$ cat src/pkg/tgate_pkg.sv
/*
 Package for the time gate controller: register map, field layout,
 reset values, mode encodings and carrier structs.
 Assumes a 32-bit classic Wishbone register bus and a 20 MHz clock.
*/
package tgate_pkg;

  // Register byte offsets
  localparam logic [7:0] OFS_CTRL    = 8'h00;
  localparam logic [7:0] OFS_DELAY   = 8'h04;
  localparam logic [7:0] OFS_LENGTH  = 8'h08;
  localparam logic [7:0] OFS_HOLDOFF = 8'h0C;
  localparam logic [7:0] OFS_CAPLEN  = 8'h10;
  localparam logic [7:0] OFS_POINTS  = 8'h14;
  localparam logic [7:0] OFS_STATUS  = 8'h18;
  localparam logic [7:0] OFS_RAMPSTEP = 8'h1C;

  // Control field positions
  localparam int CTRL_EDGE_BIT    = 0;
  localparam int CTRL_HOLD_EN_BIT = 1;
  localparam int CTRL_METHOD_LSB  = 2;
  localparam int CTRL_ENABLE_BIT  = 4;

  // Gating methods
  localparam logic [1:0] METHOD_FFT   = 2'h0;
  localparam logic [1:0] METHOD_LO    = 2'h1;
  localparam logic [1:0] METHOD_VIDEO = 2'h2;

  // Reset values
  localparam logic [31:0] CTRL_RST    = 32'h0000_0000;
  localparam logic [31:0] DELAY_RST   = 32'h0000_0001;
  localparam logic [31:0] LENGTH_RST  = 32'h0000_0001;
  localparam logic [31:0] HOLDOFF_RST = 32'h0000_0000;
  localparam logic [31:0] CAPLEN_RST  = 32'h0000_0001;
  localparam logic [15:0] POINTS_RST  = 16'h0191;
  localparam logic [31:0] STEP_RST    = 32'h0000_0001;

  // Capture time is this factor (x100) over the filter width
  localparam int CAP_FACTOR_X100 = 183;
  localparam int CLK_HZ          = 20_000_000;

  localparam logic [15:0] VIDEO_MIN = 16'h0000;

  typedef enum logic [3:0] {
    ST_IDLE  = 4'b0001,
    ST_DELAY = 4'b0010,
    ST_OPEN  = 4'b0100,
    ST_HOLD  = 4'b1000
  } gate_state_t;

  typedef struct packed {
    logic        edge_mode;
    logic        holdoff_en;
    logic [1:0]  method;
    logic        enable;
    logic [31:0] delay;
    logic [31:0] length;
    logic [31:0] holdoff;
    logic [31:0] caplen;
    logic [15:0] points;
    logic [31:0] ramp_step;
  } cfg_t;

  typedef struct packed {
    logic [15:0] video;
    logic [15:0] peak;
    logic        point_done;
  } video_t;

endpackage : tgate_pkg

$ cat src/rtl/time_gate_controller.sv
/*
 Time gate controller: gate window from an external trigger, applied to
 gated FFT capture, a frozen LO sweep ramp, or blanked peak-held video.
 Assumes a classic Wishbone master on mclk and an asynchronous trigger pin.
*/
// The register offsets and the Wishbone interface to the registers were decided locally.
// Behaviour
// Gate timing comes from external trigger input
// Selectable edge or level trigger mode
// Optional holdoff ignores triggers after window
// Programmable delay from trigger to gate
// Programmable length keeps gate open
// Level mode gates while trigger high
// Edge mode window from edge, delay, length
// Software picks window avoiding burst edges
// FFT capture starts after delay, 1.83/width
// One transform per completed capture
// LO ramp advances only while gate open
// LO ramp holds value while gate blocked
// Video forced to minimum while blocked
// Video peak held per display point
// Sweep time covers points times burst cycle
// Display points default to 401
// Down-counters, blocked at reset, busy ignores triggers
// Method select applies gate to one path
`timescale 1ns/1ns
`default_nettype none
module time_gate_controller
  import tgate_pkg::*;
(
  // Clock and reset
  input  wire logic        mclk,
  input  wire logic        rst_n,
  // Wishbone slave
  input  wire logic        wb_cyc_i,
  input  wire logic        wb_stb_i,
  input  wire logic        wb_we_i,
  input  wire logic [7:0]  wb_adr_i,
  input  wire logic [3:0]  wb_sel_i,
  input  wire logic [31:0] wb_dat_i,
  output logic      [31:0] wb_dat_o,
  output logic             wb_ack_o,
  // External gate trigger pin
  input  wire logic        gate_trig,
  // Video path in and out
  input  wire logic [15:0] video_in,
  input  wire logic        point_tick,
  output logic      [15:0] video_out,
  output logic      [15:0] point_peak,
  output logic             point_valid,
  // Gated FFT capture
  output logic             capture_active,
  output logic             fft_start,
  input  wire logic        fft_busy,
  // LO sweep ramp
  output logic      [31:0] lo_ramp,
  input  wire logic        sweep_restart,
  // Gate status
  output logic             gate_open
);

  typedef struct packed {
    logic [2:0]  trig_sync;
    logic        trig_lvl;
    cfg_t        cfg;
    gate_state_t st;
    logic [31:0] cnt;
    logic [31:0] capcnt;
    logic        capturing;
    logic        fft_go;
    logic        cap_pend;
    logic [31:0] ramp;
    video_t      vid;
    logic [15:0] pt_cnt;
    logic        peak_seen;
    logic        gate;
    logic        ack;
    logic [31:0] rdata;
    logic [15:0] trig_count;
  } state_t;

  state_t cur_ff;
  state_t nxt_ff;

  logic        wb_req;
  logic        trig_rise;
  logic [31:0] wmask;
  logic        gate_now;
  logic [31:0] ctrl_rd;
  logic [31:0] ctrl_wr;
  logic [31:0] pts_wr;

  assign wb_req = wb_cyc_i & wb_stb_i & ~cur_ff.ack;

  // Byte-lane write mask
  genvar gi;
  generate
    for (gi = 0; gi < 4; gi++) begin : g_lane
      assign wmask[gi*8 +: 8] = {8{wb_sel_i[gi]}};
    end
  endgenerate

  // synchronised trigger
  assign trig_rise = cur_ff.trig_sync[2] & cur_ff.trig_sync[1] & ~cur_ff.trig_lvl;

  // level mode direct gate
  assign gate_now = cur_ff.cfg.enable &
                    (cur_ff.cfg.edge_mode ? (cur_ff.st == ST_OPEN) : cur_ff.trig_lvl);

  function automatic logic [31:0] merge(input logic [31:0] old_v,
                                        input logic [31:0] new_v,
                                        input logic [31:0] m);
    merge = (old_v & ~m) | (new_v & m);
  endfunction : merge

  // Control word as read; lanes merged before fields are picked out
  assign ctrl_rd = {27'h0, cur_ff.cfg.enable, cur_ff.cfg.method,
                    cur_ff.cfg.holdoff_en, cur_ff.cfg.edge_mode};
  assign ctrl_wr = merge(ctrl_rd, wb_dat_i, wmask);
  assign pts_wr  = merge({16'h0, cur_ff.cfg.points}, wb_dat_i, wmask);

  always_comb begin
    nxt_ff = cur_ff;
    nxt_ff.trig_sync = {cur_ff.trig_sync[1:0], gate_trig};
    // Change level only once stages two and three agree
    if (cur_ff.trig_sync[2] == cur_ff.trig_sync[1]) begin
      nxt_ff.trig_lvl = cur_ff.trig_sync[2];
    end
    nxt_ff.fft_go = 1'b0;
    nxt_ff.vid.point_done = 1'b0;
    nxt_ff.ack = 1'b0;

    // edge mode machine
    case (cur_ff.st)
      ST_IDLE: begin
        // edge opens window
        if (cur_ff.cfg.enable && cur_ff.cfg.edge_mode && trig_rise) begin
          nxt_ff.trig_count = cur_ff.trig_count + 16'h0001;
          // delay down-count
          if (cur_ff.cfg.delay == 32'h0000_0000) begin
            nxt_ff.st  = ST_OPEN;
            nxt_ff.cnt = cur_ff.cfg.length;
          end else begin
            nxt_ff.st  = ST_DELAY;
            nxt_ff.cnt = cur_ff.cfg.delay;
          end
        end
      end
      // triggers ignored while busy
      ST_DELAY: begin
        if (cur_ff.cnt <= 32'h0000_0001) begin
          nxt_ff.st  = ST_OPEN;
          nxt_ff.cnt = cur_ff.cfg.length;
        end else begin
          nxt_ff.cnt = cur_ff.cnt - 32'h0000_0001;
        end
      end
      // length down-count
      ST_OPEN: begin
        if (cur_ff.cnt <= 32'h0000_0001) begin
          // optional holdoff
          if (cur_ff.cfg.holdoff_en && cur_ff.cfg.holdoff != 32'h0000_0000) begin
            nxt_ff.st  = ST_HOLD;
            nxt_ff.cnt = cur_ff.cfg.holdoff;
          end else begin
            nxt_ff.st = ST_IDLE;
          end
        end else begin
          nxt_ff.cnt = cur_ff.cnt - 32'h0000_0001;
        end
      end
      ST_HOLD: begin
        if (cur_ff.cnt <= 32'h0000_0001) begin
          nxt_ff.st = ST_IDLE;
        end else begin
          nxt_ff.cnt = cur_ff.cnt - 32'h0000_0001;
        end
      end
      default: begin
        nxt_ff.st = ST_IDLE;
      end
    endcase
    if (!cur_ff.cfg.enable || !cur_ff.cfg.edge_mode) begin
      nxt_ff.st = ST_IDLE;
    end
    nxt_ff.gate = gate_now;

    // FFT capture at gate open
    if (cur_ff.cfg.method == METHOD_FFT) begin
      if (!cur_ff.capturing && gate_now && !cur_ff.gate && !cur_ff.cap_pend) begin
        nxt_ff.capturing = 1'b1;
        nxt_ff.capcnt    = cur_ff.cfg.caplen;
      end else if (cur_ff.capturing) begin
        if (cur_ff.capcnt <= 32'h0000_0001) begin
          nxt_ff.capturing = 1'b0;
          nxt_ff.cap_pend  = 1'b1;
        end else begin
          nxt_ff.capcnt = cur_ff.capcnt - 32'h0000_0001;
        end
      end
    end else begin
      nxt_ff.capturing = 1'b0;
    end
    // one transform per capture
    if (cur_ff.cap_pend && !fft_busy) begin
      nxt_ff.cap_pend = 1'b0;
      nxt_ff.fft_go   = 1'b1;
    end

    // ramp advances while open
    if (sweep_restart) begin
      nxt_ff.ramp = 32'h0000_0000;
    end else if (cur_ff.cfg.method == METHOD_LO && gate_now) begin
      nxt_ff.ramp = cur_ff.ramp + cur_ff.cfg.ramp_step;
    end
    // otherwise ramp holds

    // blank video when blocked
    if (cur_ff.cfg.method == METHOD_VIDEO && !gate_now) begin
      nxt_ff.vid.video = VIDEO_MIN;
    end else begin
      nxt_ff.vid.video = video_in;
    end
    // peak detect per point
    if (cur_ff.cfg.method == METHOD_VIDEO) begin
      if (point_tick) begin
        nxt_ff.vid.point_done = 1'b1;
        nxt_ff.pt_cnt = (cur_ff.pt_cnt + 16'h0001 >= cur_ff.cfg.points) ?
                        16'h0000 : cur_ff.pt_cnt + 16'h0001;
        nxt_ff.peak_seen = 1'b0;
        nxt_ff.vid.peak  = VIDEO_MIN;
      end else if (nxt_ff.vid.video > cur_ff.vid.peak || !cur_ff.peak_seen) begin
        nxt_ff.vid.peak  = nxt_ff.vid.video;
        nxt_ff.peak_seen = 1'b1;
      end
    end

    // Register bus; one-cycle ack
    if (wb_req) begin
      nxt_ff.ack = 1'b1;
      nxt_ff.rdata = 32'h0000_0000;
      if (wb_adr_i == OFS_CTRL) begin
        nxt_ff.rdata = ctrl_rd;
        if (wb_we_i) begin
          // method select
          nxt_ff.cfg.edge_mode  = ctrl_wr[CTRL_EDGE_BIT];
          nxt_ff.cfg.holdoff_en = ctrl_wr[CTRL_HOLD_EN_BIT];
          nxt_ff.cfg.method     = ctrl_wr[CTRL_METHOD_LSB +: 2];
          nxt_ff.cfg.enable     = ctrl_wr[CTRL_ENABLE_BIT];
        end
      end else if (wb_adr_i == OFS_DELAY) begin
        nxt_ff.rdata = cur_ff.cfg.delay;
        if (wb_we_i) nxt_ff.cfg.delay = merge(cur_ff.cfg.delay, wb_dat_i, wmask);
      end else if (wb_adr_i == OFS_LENGTH) begin
        nxt_ff.rdata = cur_ff.cfg.length;
        if (wb_we_i) nxt_ff.cfg.length = merge(cur_ff.cfg.length, wb_dat_i, wmask);
      end else if (wb_adr_i == OFS_HOLDOFF) begin
        nxt_ff.rdata = cur_ff.cfg.holdoff;
        if (wb_we_i) nxt_ff.cfg.holdoff = merge(cur_ff.cfg.holdoff, wb_dat_i, wmask);
      end else if (wb_adr_i == OFS_CAPLEN) begin
        nxt_ff.rdata = cur_ff.cfg.caplen;
        if (wb_we_i) nxt_ff.cfg.caplen = merge(cur_ff.cfg.caplen, wb_dat_i, wmask);
      end else if (wb_adr_i == OFS_POINTS) begin
        // Upper half shows the display point index, read only
        nxt_ff.rdata = {cur_ff.pt_cnt, cur_ff.cfg.points};
        if (wb_we_i) begin
          nxt_ff.cfg.points = pts_wr[15:0];
        end
      end else if (wb_adr_i == OFS_STATUS) begin
        nxt_ff.rdata = {cur_ff.trig_count, 4'h0, cur_ff.st, 5'h0,
                        cur_ff.cap_pend, cur_ff.capturing, cur_ff.gate};
      end else if (wb_adr_i == OFS_RAMPSTEP) begin
        nxt_ff.rdata = cur_ff.cfg.ramp_step;
        if (wb_we_i) nxt_ff.cfg.ramp_step = merge(cur_ff.cfg.ramp_step, wb_dat_i, wmask);
      end
    end
  end

  always_ff @(posedge mclk or negedge rst_n) begin
    if (!rst_n) begin
      // gate blocked at reset
      cur_ff <= '{trig_sync: 3'h0, trig_lvl: 1'b0,
                  cfg: '{edge_mode: CTRL_RST[CTRL_EDGE_BIT],
                         holdoff_en: CTRL_RST[CTRL_HOLD_EN_BIT],
                         method: CTRL_RST[CTRL_METHOD_LSB +: 2],
                         enable: CTRL_RST[CTRL_ENABLE_BIT],
                         delay: DELAY_RST, length: LENGTH_RST,
                         holdoff: HOLDOFF_RST, caplen: CAPLEN_RST,
                         // default 401 points
                         points: POINTS_RST, ramp_step: STEP_RST},
                  st: ST_IDLE, cnt: 32'h0, capcnt: 32'h0, capturing: 1'b0,
                  fft_go: 1'b0, cap_pend: 1'b0, ramp: 32'h0,
                  vid: '{video: VIDEO_MIN, peak: VIDEO_MIN, point_done: 1'b0},
                  pt_cnt: 16'h0, peak_seen: 1'b0, gate: 1'b0, ack: 1'b0,
                  rdata: 32'h0, trig_count: 16'h0};
    end else begin
      cur_ff <= nxt_ff;
    end
  end

  assign wb_dat_o       = cur_ff.rdata;
  assign wb_ack_o       = cur_ff.ack;
  assign video_out      = cur_ff.vid.video;
  assign point_peak     = cur_ff.vid.peak;
  assign point_valid    = cur_ff.vid.point_done;
  assign capture_active = cur_ff.capturing;
  assign fft_start      = cur_ff.fft_go;
  assign lo_ramp        = cur_ff.ramp;
  assign gate_open      = cur_ff.gate;

endmodule : time_gate_controller
`default_nettype wire

$ cat config.mk
export PLATFORM = sky130hd
export DESIGN_NAME = time_gate_controller
export DESIGN_NICKNAME = d
export VERILOG_FILES = /design/src/pkg/tgate_pkg.sv /design/src/rtl/time_gate_controller.sv
export SDC_FILE = /design/constraint.sdc
export NUM_CORES = 1
export LEC_CHECK = 0
export BUFFER_PORTS_ARGS = -buffer_cell sky130_fd_sc_hd__buf_2
export CAP_MARGIN = 25
export CORE_MARGIN = 5
export CORE_UTILIZATION = 40
export DETAILED_ROUTE_END_ITERATION = 8
export SLEW_MARGIN = 20
export SYNTH_ARGS = -nofsm -noshare
export SYNTH_HDL_FRONTEND = slang
export SYNTH_SLANG_ARGS = --single-unit
$ cat constraint.sdc
create_clock -name mclk -period 4.03 [get_ports mclk]
set_input_delay 0.806 -clock mclk [delete_from_list [all_inputs] [get_ports mclk]]
set_output_delay 0.806 -clock mclk [all_outputs]
set_load 0.03 [all_outputs]
==> out/qor.yml <==
power:
  vdd_drop_max_mv: 0.303
  pwr_density_cell_nw_per_um2: 367
  leakagePower_uw: 0.0115
worst_setup_path:
  worstPathMaxFanout: 10
  path_depth: 13
  worstPathArrival_ps: 4150
  worst-path-buf-inv: 1
  max_stage_delay_ps: 440
  crit_family: "simple AND/OR/NAND/NOR gates"
  path_class: "flip-flop to flip-flop"
  crit_chain: "ha_1 > nand3_1 > nor2_1 > and3_1 > nand3_1 > xnor2_1 > ha_1 > a21o_1 > a211oi_1 > nand2_1 > a21oi_1 > buf_4 > mux2_2"
  r2r_setup_slack_ps: 400
  worstReg2RegEnd: "cur_ff[51]"
  cp-startpoint: "cur_ff[51]"
  cp-end-kind: "flip-flop"
  critPathSlowestCell: "dfrtp_1"
  regToRegStartpoint: "cur_ff[51]"
  worst_r2r_path_depth: 13
  cp.required_ps: 4550
  endpoint: "cur_ff[51]"
  cp-start-kind: "flip-flop"
global_route:
  antenna_found_initial: 0
  grt_usage: 0.248
  grt_pass1_wl_mm: 114
  grt_max_degree: 99
  grt-ovfl-total: 0
  grt_pass1_vias: 17882
logic_synthesis:
  synth.area.top_cells: "dfrtp_1 44%, mux2_2 9.0%, ha_1 3.9%"
  async_reset_ff_frac: 1.00
  ys_warn_count: 0
  ys_seq_area_frac: 0.449
  yosys-top-cells-count: "379 x dfrtp_1, 173 x mux2_2, 170 x nand2_1"
  synth_top_cell_area_share: 0.438
  syn_inst: 2186
  syn_avg_cell_area_um2: 9.91
  netlist_area_um2: 21700
  ys.flop_type: "dfrtp_1"
  synth_cell_types: 82
  synth-seq-cells: 388
  yosysMostFrequentCell: "dfrtp_1"
  syn_nets: 2324
  yosysTopAreaCell: "dfrtp_1"
  synth_edf_count: 0
final_layout:
  drive_gt1_frac: 0.230
  postLayoutCoreUtil: 0.455
  syn2layout_area_growth_pct: 12.7
  antenna_cells: 0
  finalInstanceArea_um2: 24400
  fillCellCount: 5095
  multi_input_area_um2: 10600
  final_cells: 3005
  finalNetCount: 2411
  regArea_um2: 9720
place:
  gp_congestion: 0.936
  dpl-instance-area_um2: 22900
  hpwl_mm: 56.6
  dp.cells: 2921
  port_buffers: 169
hold_path:
  hp-class: "primary input to async pin"
routing:
  top_layer_used: "met4"
  drtIter0Drc: 2206
  firstDrtPassIters: 8
  drc: 0
  ant_nets: 0
  met1_length_mm: 33.3
  viasPerCell: 6.16
  wl_met2_mm: 34.3
  wl_per_cell_um: 25.2
  wl_mm: 75.6
  wl_met3_mm: 5.66
  vias: 18501
sta:
  setup_viol: 0
  slew_violations: 0
  tns_ps: 0
  hold_viol_final: 0
  maxSlewHeadroom: 0.418
  worst_pin_slew_ps: 873
  finalCritPeriodShare: 0.901
  rsz0062_at_grt: "false"
  hold_slack_ps: 278
  fin_skew_ps: 23.1
  timing.fmax_mhz: 275
  post-route-min-period_ps: 3630
clocking:
  insertion_delay_ps: 600
  post_cts.repair.setup_buffers: 0
  clkTransAtPathRegs_ps: 50
  cts_root_buffer: "clkbuf_16"
  cts.repair.resized: 0
  ctsLongestPathBuffers: 3
  cts_max_level: 2
  numCtsBuffers: 45
  cts_hold_buf: 0
  cts_tree: "built"
  clkSinkCount: 388
flow_run:
  max-cap-violations: 0
run_status:
  outcome: "finished, final reports clean"
floorplanning:
  die_width_um: 243
  initial_utilization: 0.403
  core_area_um2: 53700
  io_pins: 170
  die-area_um2: 58900
  die_y_um: 243
  row_count: 85
cell families (layout without fill, tap and decap cells):
family	Yosys count	after routing	synth area share
buf+inv	260	383	0.0632
flops	388	388	0.449
fa+ha+maj	69	69	0.0402
compound gates	657	657	0.196
simple gates	564	564	0.130
mux	191	191	0.0988
xor+xnor	57	57	0.0230
cell type report:
cell class	instances	share of cell area
inverter	65	0.00999
sequential	388	0.398
tap	696	0.0357
clock inverter	24	0.0125
clock buffer	59	0.0511
multi-input combinational	1538	0.435
timing repair buffer	235	0.0581
power breakdown:
group / leakage (uW) / total (uW) / internal, uW / switching [uW]
clock: 0.000764 / 4340 / 2580 / 1770
combinational: 0.00551 / 595 / 167 / 427
sequential: 0.00518 / 4020 / 3960 / 61.5
total: 0.0115 / 8960 / 6700 / 2260
layer usage:
metal	up-vias	track usage
met4	0	0.0801
met2	819	0.385
met1	9337	0.356
met5	-	0
li1	8215	-
met3	130	0.0397
how the worst min path moves through the flow:
stage / start / cells past startpoint / end / slack [ps]
after global placement: cur_ff[385] / 0 / cur_ff[386] / 340
after detailed placement: cur_ff[385] / 0 / cur_ff[386] / 350
after CTS: rst_n / 1 / wb_ack_o / 310
after floorplan: cur_ff[385] / 0 / cur_ff[386] / 330
after global routing: gate_trig / 1 / cur_ff[385] / 330
final: rst_n / 1 / cur_ff[179] / 280
through the flow:
step / setup WS, ps / power [uW]
final: 400 / 8960
after global routing: 77.8 / 9230
after CTS: 431 / 9020
after detailed placement: 428 / 4680
after global placement: 544 / 4680
after floorplan: 483 / 4410
layout by cell type, fill, tap and decap left out, drive strengths merged, types with 45 or more instances in the layout:
master | synthesis | final
dfrtp | 379 | 379
buf | 118 | 235
o21ai | 176 | 176
mux2 | 173 | 173
nand2 | 170 | 170
a21oi | 147 | 147
nor2 | 126 | 126
ha | 68 | 68
inv | 65 | 66
clkbuf | 77 | 59
o22ai | 55 | 55
nor3 | 55 | 55
a22oi | 49 | 49
a221oi | 45 | 45
worst reg2reg max path, cell delays in order (launching register included):
cell      delay, ps
dfrtp_1         440
ha_1            310
nand3_1         240
nor2_1          340
and3_1          310
nand3_1         120
xnor2_1         240
ha_1            320
a21o_1          170
a211oi_1        260
nand2_1         260
a21oi_1         190
buf_4           200
mux2_2          160
Power figures use the tool's default switching activity.
